[src/design/nibble_ram_pkg.sv]
// Purpose: shared constants and types of the nibble memory and control latch block
// Assumes: APB byte addressing, one 32-bit word per register
// Notes: offsets are byte addresses inside a 4 KiB window
package nibble_ram_pkg;

  // ==========================================================================
  // geometry
  localparam int NUM_BANKS = 15;
  localparam int BANK_NIBBLES = 16;
  localparam int RAM_NIBBLES = NUM_BANKS * BANK_NIBBLES;
  localparam int NORMAL_BANKS = 14;
  localparam logic [3:0] DAM_BANK = 4'hE;
  localparam int NUM_STORES = 12;
  localparam logic [3:0] DIRECT_STORES = 4'h6;
  localparam int NUM_FLAGS = 16;
  localparam int NUM_LATCHES = 14;

  // ==========================================================================
  // register offsets
  localparam logic [11:0] ACC_VAL_OFS = 12'h000;
  localparam logic [11:0] ACC_SIGN_OFS = 12'h004;
  localparam logic [11:0] OPB_VAL_OFS = 12'h008;
  localparam logic [11:0] OPB_SIGN_OFS = 12'h00C;
  localparam logic [11:0] FLAG_GROUP_OFS = 12'h010;
  localparam logic [11:0] FLAG_OP_OFS = 12'h014;
  localparam logic [11:0] LATCH_OP_OFS = 12'h018;
  localparam logic [11:0] EEPROM_DRIVE_OFS = 12'h01C;
  localparam logic [11:0] PORT_OUT_OFS = 12'h020;
  localparam logic [11:0] CTRL_OFS = 12'h024;
  localparam logic [11:0] ALU_DONE_OFS = 12'h028;
  localparam logic [11:0] STORE_BASE_OFS = 12'h040;
  localparam logic [11:0] STORE_END_OFS = 12'h0A0;
  localparam logic [11:0] DAM_ALIAS_OFS = 12'h300;
  localparam logic [1:0] RAM_WIN_SEL = 2'h1;

  // ==========================================================================
  // field positions
  localparam int EE_CLK_IDX = 0;
  localparam int EE_PWR_IDX = 7;
  localparam int PORT_DIR_IDX = 8;
  localparam int MUX_A_IDX = 9;
  localparam int MUX_B_IDX = 10;
  localparam int MUX_C_IDX = 11;
  localparam int RATE_IDX = 12;
  localparam int CSRC_IDX = 13;
  localparam int LONG_TIMER_FLAG = 10;
  localparam int SHORT_TIMER_FLAG = 11;

  // ==========================================================================
  // codes and reset values
  localparam logic [3:0] SIGN_POS = 4'h0;
  localparam logic [3:0] SIGN_NEG = 4'h1;
  localparam logic [1:0] OP_SET = 2'h1;
  localparam logic [1:0] OP_CLR = 2'h2;
  localparam logic [1:0] OP_TEST = 2'h3;
  localparam logic [1:0] DONE_MUL = 2'h1;
  localparam logic [1:0] DONE_HEXDEC = 2'h2;
  localparam logic [1:0] DONE_DIV = 2'h3;
  localparam logic [1:0] PICK_ONE = 2'h1;
  localparam logic [1:0] PICK_TWO = 2'h2;
  localparam logic [13:0] LATCH_RST = 14'h0;

  typedef struct packed {
    logic [3:0] sign;
    logic [31:0] value;
  } num_type;

  typedef struct packed {
    num_type acc;
    logic [1:0] acc_int;
    num_type opb;
    num_type [NUM_STORES-1:0] sto;
    logic grp_two;
    logic [1:0][NUM_FLAGS-1:0] flags;
    logic test;
    logic [NUM_LATCHES-1:0] latch;
    logic [3:0] port_out;
    logic expand;
    logic [3:0] port_s1;
    logic [3:0] port_s2;
    logic supply_s1;
    logic supply_s2;
  } state_type;

endpackage

[src/design/nibble_mem.sv]
// Purpose: nibble-wide working memory with registered read data
// Assumes: one write or one read per cycle, same clock as the bus
// Notes: contents are not reset; read data holds until the next read
`timescale 1ns/1ps
module nibble_mem #(
  parameter int DEPTH = 240,
  parameter int WIDTH = 4,
  parameter int AW = 8
) (
  input wire logic pclk,
  input wire logic presetn,
  input wire logic we,
  input wire logic re,
  input wire logic [AW-1:0] addr,
  input wire logic [WIDTH-1:0] wdata,
  output logic [WIDTH-1:0] rdata
);

  logic [WIDTH-1:0] mem [DEPTH];
  logic [WIDTH-1:0] rdata_ff;

  // ==========================================================================
  // array: no reset so it maps onto plain storage
  always_ff @(posedge pclk) begin
    if (we) begin
      mem[addr] <= wdata;
    end
  end

  // read register
  always_ff @(posedge pclk or negedge presetn) begin
    if (!presetn) begin
      rdata_ff <= '0;
    end else if (re) begin
      rdata_ff <= mem[addr];
    end
  end

  assign rdata = rdata_ff;

endmodule // nibble_mem

[src/design/nibble_ram_ctrl.sv]
// Purpose: working registers, nibble RAM, flag groups and control latches
// Assumes: interpreter core is the only APB master; ticks come from same clock
// Notes: zero wait states; unmapped or forbidden accesses answer pslverr
`timescale 1ns/1ps
module nibble_ram_ctrl
  import nibble_ram_pkg::*;
(
  input wire logic pclk,
  input wire logic presetn,
  input wire logic psel,
  input wire logic penable,
  input wire logic pwrite,
  input wire logic [11:0] paddr,
  input wire logic [31:0] pwdata,
  output logic [31:0] prdata,
  output logic pready,
  output logic pslverr,
  input wire logic adc_load,
  input wire logic [31:0] adc_result,
  input wire logic opb_load,
  input wire num_type opb_data,
  input wire logic tick_1hz,
  input wire logic tick_16hz,
  input wire logic long_tick,
  input wire logic short_tick,
  input wire logic sensor_supply,
  input wire logic [3:0] port_in,
  output logic [3:0] port_out,
  output logic [3:0] port_oe,
  output logic [5:0] general_outputs,
  output logic eeprom_clock_out,
  output logic eeprom_power_out,
  output logic [3:0] analog_sel,
  output logic battery_check,
  output logic alu_timer_tick,
  output logic current_source_on,
  output logic [6:0] seg_extra,
  output logic flag_test,
  output num_type first_operand,
  output num_type second_operand
);

  state_type s_ff;
  state_type nxt_s;
  logic wr_en;
  logic setup_rd;
  logic sto_hit;
  logic [3:0] sto_idx;
  logic sto_ok;
  logic ram_hit;
  logic dam_hit;
  logic [7:0] ram_idx;
  logic [7:0] mem_addr;
  logic mem_we;
  logic [3:0] mem_rdata;
  logic [1:0] op_code;
  logic [3:0] op_idx;
  logic latch_ok;
  logic known;
  logic [31:0] rd_data;

  // ==========================================================================
  // address decode
  assign wr_en = psel && penable && pwrite;
  assign setup_rd = psel && !penable && !pwrite;
  assign sto_hit = (paddr >= STORE_BASE_OFS) && (paddr < STORE_END_OFS);
  assign sto_idx = 4'((paddr - STORE_BASE_OFS) >> 3);
  // upper stores reachable only with the expand qualifier set
  assign sto_ok = sto_hit && ((sto_idx < DIRECT_STORES) || s_ff.expand);
  // bank 14 is also reachable through its own short window
  assign dam_hit = (paddr[11:6] == DAM_ALIAS_OFS[11:6]);
  assign ram_idx = dam_hit ? {DAM_BANK, paddr[5:2]} : paddr[9:2];
  assign ram_hit = dam_hit || ((paddr[11:10] == RAM_WIN_SEL) && (paddr[9:2] < 8'(RAM_NIBBLES)));
  assign mem_addr = ram_idx;
  assign mem_we = wr_en && ram_hit;
  assign op_code = pwdata[5:4];
  assign op_idx = pwdata[3:0];
  // latches zero and seven belong to the EEPROM routine only
  assign latch_ok = (op_idx < 4'(NUM_LATCHES)) && (op_idx != 4'(EE_CLK_IDX))
                    && (op_idx != 4'(EE_PWR_IDX));

  nibble_mem #(
    .DEPTH(RAM_NIBBLES),
    .WIDTH(4),
    .AW(8)
  ) u_mem (
    .pclk(pclk),
    .presetn(presetn),
    .we(mem_we),
    .re(setup_rd && ram_hit),
    .addr(mem_addr),
    .wdata(pwdata[3:0]),
    .rdata(mem_rdata)
  );

  // ==========================================================================
  // read mux and error answer; every access completes in its first access cycle
  always_comb begin
    rd_data = '0;
    known = 1'b1;
    if (ram_hit) begin
      rd_data = {28'h0000000, mem_rdata};
    end else if (sto_hit) begin
      known = sto_ok;
      if (sto_ok && paddr[2]) begin
        rd_data = {28'h0000000, s_ff.sto[sto_idx].sign};
      end else if (sto_ok) begin
        rd_data = s_ff.sto[sto_idx].value;
      end
    end else begin
      case (paddr)
        ACC_VAL_OFS: rd_data = s_ff.acc.value;
        ACC_SIGN_OFS: rd_data = {26'h0, s_ff.acc_int, s_ff.acc.sign};
        OPB_VAL_OFS: rd_data = s_ff.opb.value;
        OPB_SIGN_OFS: rd_data = {28'h0000000, s_ff.opb.sign};
        FLAG_GROUP_OFS: rd_data = {31'h0, s_ff.grp_two};
        FLAG_OP_OFS: rd_data = {15'h0, s_ff.test, s_ff.flags[s_ff.grp_two]};
        LATCH_OP_OFS: rd_data = {18'h0, s_ff.latch};
        EEPROM_DRIVE_OFS: rd_data = {30'h0, s_ff.latch[EE_PWR_IDX],
                                     s_ff.latch[EE_CLK_IDX]};
        PORT_OUT_OFS: rd_data = {24'h000000, s_ff.port_s2, s_ff.port_out};
        CTRL_OFS: rd_data = {31'h0, s_ff.expand};
        ALU_DONE_OFS: rd_data = '0;
        default: known = 1'b0;
      endcase
    end
  end

  assign pready = 1'b1;
  assign prdata = rd_data;
  assign pslverr = psel && penable && (!known || (pwrite && (paddr == LATCH_OP_OFS)
                   && !latch_ok));

  // ==========================================================================
  // next state
  always_comb begin
    nxt_s = s_ff;
    // two-flop synchronisers for pins
    nxt_s.port_s1 = port_in;
    nxt_s.port_s2 = s_ff.port_s1;
    nxt_s.supply_s1 = sensor_supply;
    nxt_s.supply_s2 = s_ff.supply_s1;
    if (wr_en && sto_ok) begin
      if (paddr[2]) begin
        nxt_s.sto[sto_idx].sign = pwdata[3:0];
      end else begin
        nxt_s.sto[sto_idx].value = pwdata;
      end
    end
    if (wr_en) begin
      case (paddr)
        ACC_VAL_OFS: nxt_s.acc.value = pwdata;
        ACC_SIGN_OFS: begin
          nxt_s.acc.sign = pwdata[3:0];
          nxt_s.acc_int = pwdata[5:4];
        end
        OPB_VAL_OFS: nxt_s.opb.value = pwdata;
        OPB_SIGN_OFS: nxt_s.opb.sign = pwdata[3:0];
        FLAG_GROUP_OFS: begin
          // group sticks until the other pick arrives
          if (pwdata[1:0] == PICK_ONE) begin
            nxt_s.grp_two = 1'b0;
          end else if (pwdata[1:0] == PICK_TWO) begin
            nxt_s.grp_two = 1'b1;
          end
        end
        FLAG_OP_OFS: begin
          case (op_code)
            OP_SET: nxt_s.flags[s_ff.grp_two][op_idx] = 1'b1;
            OP_CLR: nxt_s.flags[s_ff.grp_two][op_idx] = 1'b0;
            OP_TEST: nxt_s.test = s_ff.flags[s_ff.grp_two][op_idx];
            default: nxt_s.test = s_ff.test;
          endcase
        end
        LATCH_OP_OFS: begin
          if (latch_ok && (op_code == OP_SET)) begin
            nxt_s.latch[op_idx] = 1'b1;
          end else if (latch_ok && (op_code == OP_CLR)) begin
            nxt_s.latch[op_idx] = 1'b0;
          end
        end
        EEPROM_DRIVE_OFS: begin
          nxt_s.latch[EE_CLK_IDX] = pwdata[0];
          nxt_s.latch[EE_PWR_IDX] = pwdata[1];
        end
        PORT_OUT_OFS: nxt_s.port_out = pwdata[3:0];
        CTRL_OFS: nxt_s.expand = pwdata[0];
        ALU_DONE_OFS: begin
          // the divide leaves its remainder in store zero, copied from the second operand register
          if ((pwdata[1:0] == DONE_MUL) || (pwdata[1:0] == DONE_HEXDEC)) begin
            nxt_s.sto[0] = '0;
          end else if (pwdata[1:0] == DONE_DIV) begin
            nxt_s.sto[0] = s_ff.opb;
          end
        end
        default: nxt_s.expand = s_ff.expand;
      endcase
    end
    // hardware loads win over a bus write in the same cycle
    if (adc_load) begin
      nxt_s.acc.value = adc_result;
      nxt_s.acc.sign = SIGN_POS;
    end
    if (opb_load) begin
      nxt_s.opb = opb_data;
    end
    // timer events set their flags, winning over a clear
    if (long_tick) begin
      nxt_s.flags[0][LONG_TIMER_FLAG] = 1'b1;
    end
    if (short_tick) begin
      nxt_s.flags[0][SHORT_TIMER_FLAG] = 1'b1;
    end
    // port buffer follows the pins while the port reads
    if (!s_ff.latch[PORT_DIR_IDX]) begin
      nxt_s.flags[0][15:12] = s_ff.port_s2;
    end
  end

  // ==========================================================================
  // state register; all latches and state fields start at zero
  always_ff @(posedge pclk or negedge presetn) begin
    if (!presetn) begin
      s_ff <= '0;
      s_ff.latch <= LATCH_RST;
    end else begin
      s_ff <= nxt_s;
    end
  end

  // ==========================================================================
  // latch-driven pins and internal functions
  assign eeprom_clock_out = s_ff.latch[EE_CLK_IDX];
  assign eeprom_power_out = s_ff.latch[EE_PWR_IDX];
  assign general_outputs = s_ff.latch[6:1];
  assign port_out = s_ff.port_out;
  assign port_oe = {4{s_ff.latch[PORT_DIR_IDX]}};
  // battery check overrides the input select
  assign battery_check = s_ff.latch[MUX_A_IDX];
  always_comb begin
    analog_sel = 4'h0;
    if (!s_ff.latch[MUX_A_IDX]) begin
      // latch ten is the low select bit, latch eleven the high one
      analog_sel[{s_ff.latch[MUX_C_IDX], s_ff.latch[MUX_B_IDX]}] = 1'b1;
    end
  end
  assign alu_timer_tick = s_ff.latch[RATE_IDX] ? tick_16hz : tick_1hz;
  assign current_source_on = s_ff.latch[CSRC_IDX] && s_ff.supply_s2;
  assign seg_extra = s_ff.flags[0][7:1];
  assign flag_test = s_ff.test;
  assign first_operand = s_ff.acc;
  assign second_operand = s_ff.opb;

  // ==========================================================================
  // checks
  latch_set_takes_a: assert property (@(posedge pclk) disable iff (!presetn)
    (wr_en && paddr == LATCH_OP_OFS && latch_ok && op_code == OP_SET)
    |=> s_ff.latch[$past(op_idx)])
    else $error("latch set did not take effect");

  eeprom_latch_guard_a: assert property (@(posedge pclk) disable iff (!presetn)
    $changed(eeprom_clock_out) |-> $past(wr_en && paddr == EEPROM_DRIVE_OFS))
    else $error("eeprom clock moved without interpreter write");

  mux_select_a: assert property (@(posedge pclk) disable iff (!presetn)
    (s_ff.latch[MUX_A_IDX] |-> analog_sel == 4'h0 && battery_check)
    and (!s_ff.latch[MUX_A_IDX] && s_ff.latch[MUX_B_IDX] && !s_ff.latch[MUX_C_IDX]
    |-> analog_sel == 4'h2))
    else $error("analog select wrong");

  timer_route_a: assert property (@(posedge pclk) disable iff (!presetn)
    s_ff.latch[RATE_IDX] |-> alu_timer_tick == tick_16hz)
    else $error("timer route wrong");

  // judged against the raw supply pin, two edges back through the synchroniser
  current_source_a: assert property (@(posedge pclk) disable iff (!presetn)
    current_source_on |-> s_ff.latch[CSRC_IDX] && $past(sensor_supply, 2))
    else $error("current source on without latch and supply");

  store_zero_clear_a: assert property (@(posedge pclk) disable iff (!presetn)
    (wr_en && paddr == ALU_DONE_OFS && pwdata[1:0] == DONE_MUL) |=> s_ff.sto[0] == '0)
    else $error("store zero not cleared");

  expand_guard_a: assert property (@(posedge pclk) disable iff (!presetn)
    (psel && penable && sto_hit && sto_idx >= DIRECT_STORES && !s_ff.expand)
    |-> pslverr ##1 $stable(s_ff.sto))
    else $error("extended store reached without qualifier");

  group_hold_a: assert property (@(posedge pclk) disable iff (!presetn)
    $changed(s_ff.grp_two) |-> $past(wr_en && paddr == FLAG_GROUP_OFS))
    else $error("flag group changed by itself");

  timer_flag_set_a: assert property (@(posedge pclk) disable iff (!presetn)
    long_tick |=> s_ff.flags[0][LONG_TIMER_FLAG])
    else $error("long timer flag lost");

  short_flag_set_a: assert property (@(posedge pclk) disable iff (!presetn)
    short_tick |=> s_ff.flags[0][SHORT_TIMER_FLAG])
    else $error("short timer flag lost");

  port_buffer_a: assert property (@(posedge pclk) disable iff (!presetn)
    !s_ff.latch[PORT_DIR_IDX] |=> s_ff.flags[0][15:12] == $past(s_ff.port_s2))
    else $error("port buffer flags do not follow the pins");

  latch_clear_takes_a: assert property (@(posedge pclk) disable iff (!presetn)
    (wr_en && paddr == LATCH_OP_OFS && latch_ok && op_code == OP_CLR)
    |=> !s_ff.latch[$past(op_idx)])
    else $error("latch clear did not take effect");

  // a refused latch index must leave the whole bank alone
  locked_latch_a: assert property (@(posedge pclk) disable iff (!presetn)
    (wr_en && paddr == LATCH_OP_OFS && !latch_ok) |-> pslverr ##1 $stable(s_ff.latch))
    else $error("locked latch changed by software");

  flag_test_result_a: assert property (@(posedge pclk) disable iff (!presetn)
    (wr_en && paddr == FLAG_OP_OFS && op_code == OP_TEST)
    |=> flag_test == $past(s_ff.flags[s_ff.grp_two][op_idx]))
    else $error("flag test result wrong");

  adc_load_sign_a: assert property (@(posedge pclk) disable iff (!presetn)
    adc_load |=> first_operand.sign == SIGN_POS && first_operand.value == $past(adc_result))
    else $error("adc result not loaded as positive number");

  opb_load_a: assert property (@(posedge pclk) disable iff (!presetn)
    opb_load |=> second_operand == $past(opb_data))
    else $error("second operand load lost");

  divide_remainder_a: assert property (@(posedge pclk) disable iff (!presetn)
    (wr_en && paddr == ALU_DONE_OFS && pwdata[1:0] == DONE_DIV)
    |=> s_ff.sto[0] == $past(s_ff.opb))
    else $error("remainder not left in store zero");

  port_drive_a: assert property (@(posedge pclk) disable iff (!presetn)
    (wr_en && paddr == LATCH_OP_OFS && op_code == OP_SET && op_idx == 4'(PORT_DIR_IDX))
    |=> port_oe == 4'hF)
    else $error("port did not turn to output");

endmodule // nibble_ram_ctrl

[config.mk]
export PLATFORM = sky130hd
export DESIGN_NAME = nibble_ram_ctrl
export DESIGN_NICKNAME = d
export VERILOG_FILES = /design/src/design/nibble_ram_pkg.sv /design/src/design/nibble_mem.sv /design/src/design/nibble_ram_ctrl.sv
export SDC_FILE = /design/constraint.sdc
export NUM_CORES = 2
export LEC_CHECK = 0
export BUFFER_PORTS_ARGS = -buffer_cell sky130_fd_sc_hd__buf_2
export CAP_MARGIN = 10
export CORE_ASPECT_RATIO = 2
export CORE_MARGIN = 4
export CORE_UTILIZATION = 38
export DETAILED_ROUTE_END_ITERATION = 8
export GPL_TIMING_DRIVEN = 1
export MAX_ROUTING_LAYER = met4
export RECOVER_POWER = 25
export SLEW_MARGIN = 20
export SYNTH_ARGS = -nofsm -noshare
export SYNTH_HDL_FRONTEND = slang
export SYNTH_SLANG_ARGS = --single-unit
[constraint.sdc]
create_clock -name pclk -period 2.1 [get_ports pclk]
set_clock_uncertainty 0.05 [all_clocks]
set_input_delay 0.105 -clock pclk [delete_from_list [all_inputs] [get_ports pclk]]
set_output_delay 0.105 -clock pclk [all_outputs]
set_load 0.01 [all_outputs]
==> metrics.md <==
| Metric | Value |
|---|---|
| CP Buf/Inv Count | `2` |
| Via count | `44.1k` |
| Pwr Density | `735 nW/um^2` |
| IO buf count | `263` |
| Outcome | `finished, violations left` |
| Rel. slew slack | `-34.7%` |
| Violations in the final reports | `max-capacitance violations, max-slew violations, negative setup slack` |
| Initial antenna violation count | `13` |
| Global-route usage over all layers | `26.8%` |
| CP max FO | `2` |
| Worst-Margin Slew | `2020 ps` |
| Switch Pwr | `14.7 mW` |
| Setup Viol. Count Final | `753` |
| Post-Route WL | `244 mm` |
| DRC | `0` |
| GRT Residual Overflow | `0` |
| Leak pwr | `33.8 nW` |
| #FFs+latches synth | `1533` |
| Final ANT Viol Nets | `0` |
| IO Count | `265` |
| Rows | `216` |
| WHS Path Cells | `4` |
| Critical path type | `flop to output port` |
| CTS tree | `yes` |
| Yosys top cell area share | `43.4%` |
| Cell Int Power | `49.1 mW` |
| Prevailing post-synth register cell | `edfxtp_1` |
| Worst reg-to-reg path cell count | `13` |
| Reg power frac | `50.9%` |
| R2R Path Start | `s_ff[10]$_DFFE_PN0P_` |
| Synthesis warning total | `0` |
| Core area | `174000 sq um` |
| Post-synth cell types | `79` |
| Final Hold Fails | `0` |
| Syn-to-layout area delta | `30.9%` |
| CP endpoint kind | `output port` |
| WP data required | `1950 ps` |
| TritonCTS Buffers | `145` |
| Syn Inst Count | `4280` |
| Largest net degree at the start of global routing | `158` |
| Post-synth ARST share | `37.4%` |
| Non-filler cells, final | `7779` |
| Synth Cell Area | `66400 sq um` |
| Max Clk Rate | `339 MHz` |
| DP Worst Slack | `-1330 ps` |
| Maximum VDD drop | `0.609 mV` |
| CP max stage delay | `470 ps` |
| Syn Area/Cell | `15.5 sq um` |
| Starting Density | `38.3%` |
| Nets | `5517` |
| Internal reg-to-reg setup slack | `-590 ps` |
| Final core occ | `50.1%` |
| Drt pass-1 iters | `6` |
| First-pass GRT wire length | `343 mm` |
| Tcrit/Tclk final | `140%` |
| Hold path endpoint | `first_operand[26]$_DFFE_PN0P_` |
| Max Slew Vio Count | `16` |
| Crit path launch type | `flop` |
| Die area | `182000 sq um` |
| Hold Slack | `45.2 ps` |
| Dpl cells | `7201` |
| Final WS setup | `-846 ps` |
| Clk_lat worst skew | `800 ps` |
| Vert. Die Dim | `599 um` |
| Critical Path, Cell by Cell | `mux4_2, nand2_1, nand2_2, a221oi_2, a211o_1, a41oi_2, buf_4, buf_2` |
| Vias in the first global route | `47.1k` |
| Unrepaired setup endpoints after global routing | `true` |
| Die X | `304 um` |
| Combinational Power Share | `7.6%` |
| Routability cong. | `0.976` |
| H-tree Lvls | `4` |
| Clock transition at path regs | `60 ps` |
| Vias per cell | `5.67` |
| Min Tclk post-route | `2950 ps` |
| Power, Total | `63.9 mW` |
| Synth Net Count | `4415` |
| Share of cells above drive strength 1 | `43.9%` |
| Clk buf depth | `4` |
| Clk pwr share | `41.4%` |
| EDFF count, synth | `960` |
| WL/cell | `31.3 um` |
| Synth top cells by count | `edfxtp_1 (960), dfrtp_1 (573), mux2_2 (382), nor2_1 (331), mux4_2 (296)` |
| CP arrival | `2790 ps` |
| Worst r2r dst | `s_ff[130]$_DFFE_PN0P_` |
| Most frequent cell after synthesis | `edfxtp_1` |
| Switching share of power | `23.1%` |
| Root buffer cell | `clkbuf_16` |
| DP HPWL | `164 mm` |
| Biggest area consumer among synthesized cells | `edfxtp_1` |
| Post-synthesis sequential area ratio | `65.0%` |
| Hold path start | `adc_result[26]` |
| Slowest-stage cell, CP | `mux4_2` |
| Max Cap Violations | `1` |
| CP delay by family, top | `compound AO/OA/AOI/OAI gates` |
| CTS sink cnt | `1533` |
| Largest cells by area after synthesis | `edfxtp_1 (43%), dfrtp_1 (22%), mux4_2 (10%)` |
| HP Class | `input port to flop` |
| Initial DRC count | `3897` |
[cell families after synthesis]
| family | count (synthesis) | share of synthesized area, % |
|---|---|---|
| other | 1 | 0.00565 |
| AOI/OAI and AO/OA | 540 | 5.19 |
| adders and majority gates | 7 | 0.132 |
| muxes | 964 | 20.9 |
| and+or+nand+nor | 803 | 5.40 |
| buffers and inverters | 432 | 3.42 |
| DFF | 1533 | 65.0 |
[area by class of cell]
type / instances / area, sq um
Timing Repair Buffer: 1377 / 12900
Antenna cell: 10 / 25.0
Clock buffer: 180 / 3940
Clock inverter: 65 / 691
Fill cell: 14500 / 86600
Multi-Input combinational cell: 2315 / 23300
Tap cell: 2289 / 2860
Inverter: 10 / 37.5
Sequential cell: 1533 / 43200
[repair_timing]
item / 4_1_cts / 5_1_grt
gates resized for setup: 391 / 229
buffers inserted: 55 / 54
hold endpoints to repair: 1198 / 22
hold buffers: 220 / 2
pin swaps: 76 / 34
endpoints found under the setup margin: 441 / 502
cloned: 32 / 11
[worst reg2reg max path: stages, from the launching register on]
cell	delay (ps)
dfrtp_1	400
and3b_1	190
o21ai_2	70
a211o_4	410
buf_6	160
nor2_4	130
buf_6	120
buf_6	90
buf_6	100
buf_6	90
nand4_4	110
buf_12	190
clkbuf_16	190
mux2_2	280
[power by group through the flow]
stage          clock, mW  sequential (mW)  combinational (mW)
5_1_grt             28.1             32.5                5.10
6_report            26.5             32.5                4.88
3_5_place_dp           0             33.1                4.45
3_3_place_gp           0             33.1                4.41
4_1_cts             27.0             32.5                4.87
2_1_floorplan          0             33.0                1.94
[how the worst max path moves through the flow]
stage	from	endpoint	depth (start not counted)
global route	s_ff[172]$_DFFE_PN0P_	prdata[1]	8
CTS	s_ff[173]$_DFFE_PN0P_	prdata[2]	7
finish	s_ff[172]$_DFFE_PN0P_	prdata[1]	8
global placement	paddr[9]	prdata[2]	10
floorplan	s_ff[10]$_DFFE_PN0P_	s_ff[136]$_DFFE_PN0P_	8
detailed placement	paddr[9]	prdata[2]	10
[placed cells by master, fill, tap and decap left out, drive strengths merged, types with 9 or more instances in the layout]
cell	count
buf	1140
edfxtp	960
dfrtp	573
mux2	402
nor2	333
mux4	296
nand2	285
mux2i	266
clkbuf	211
dlygate4sd3	206
o21ai	192
a22oi	99
a21oi	91
nand3	62
clkinv	38
nor3	26
a221oi	25
a211oi	24
o31ai	23
nand4	21
inv	18
nor2b	14
bufinv	13
o211ai	12
diode	10
nor4	10
a22o	9
[layer usage]
layer	GRT usage, %	wire length (um)
met1	26.3	78200
met2	46.9	125000
met3	4.23	13900
met4	21.9	26400
met5	-	0
[stage by stage]
step	instance area [sq um]	setup TNS (ps)
6_report	86900	-258110
5_1_grt	86900	-323960
4_1_cts	86300	-182550
3_5_place_dp	76600	-413380
3_3_place_gp	76600	-394340
2_1_floorplan	67300	-13760
[registers in the layout, indices dropped and copies added, names as in the netlist, named ones only]
register / flops
u_mem.mem: 960
s_ff: 447
first_operand: 36
second_operand: 36
nxt_s: 5
port_out: 4
u_mem.rdata: 4
flag_test: 1
No activity file was read; power rests on OpenSTA's default activity.
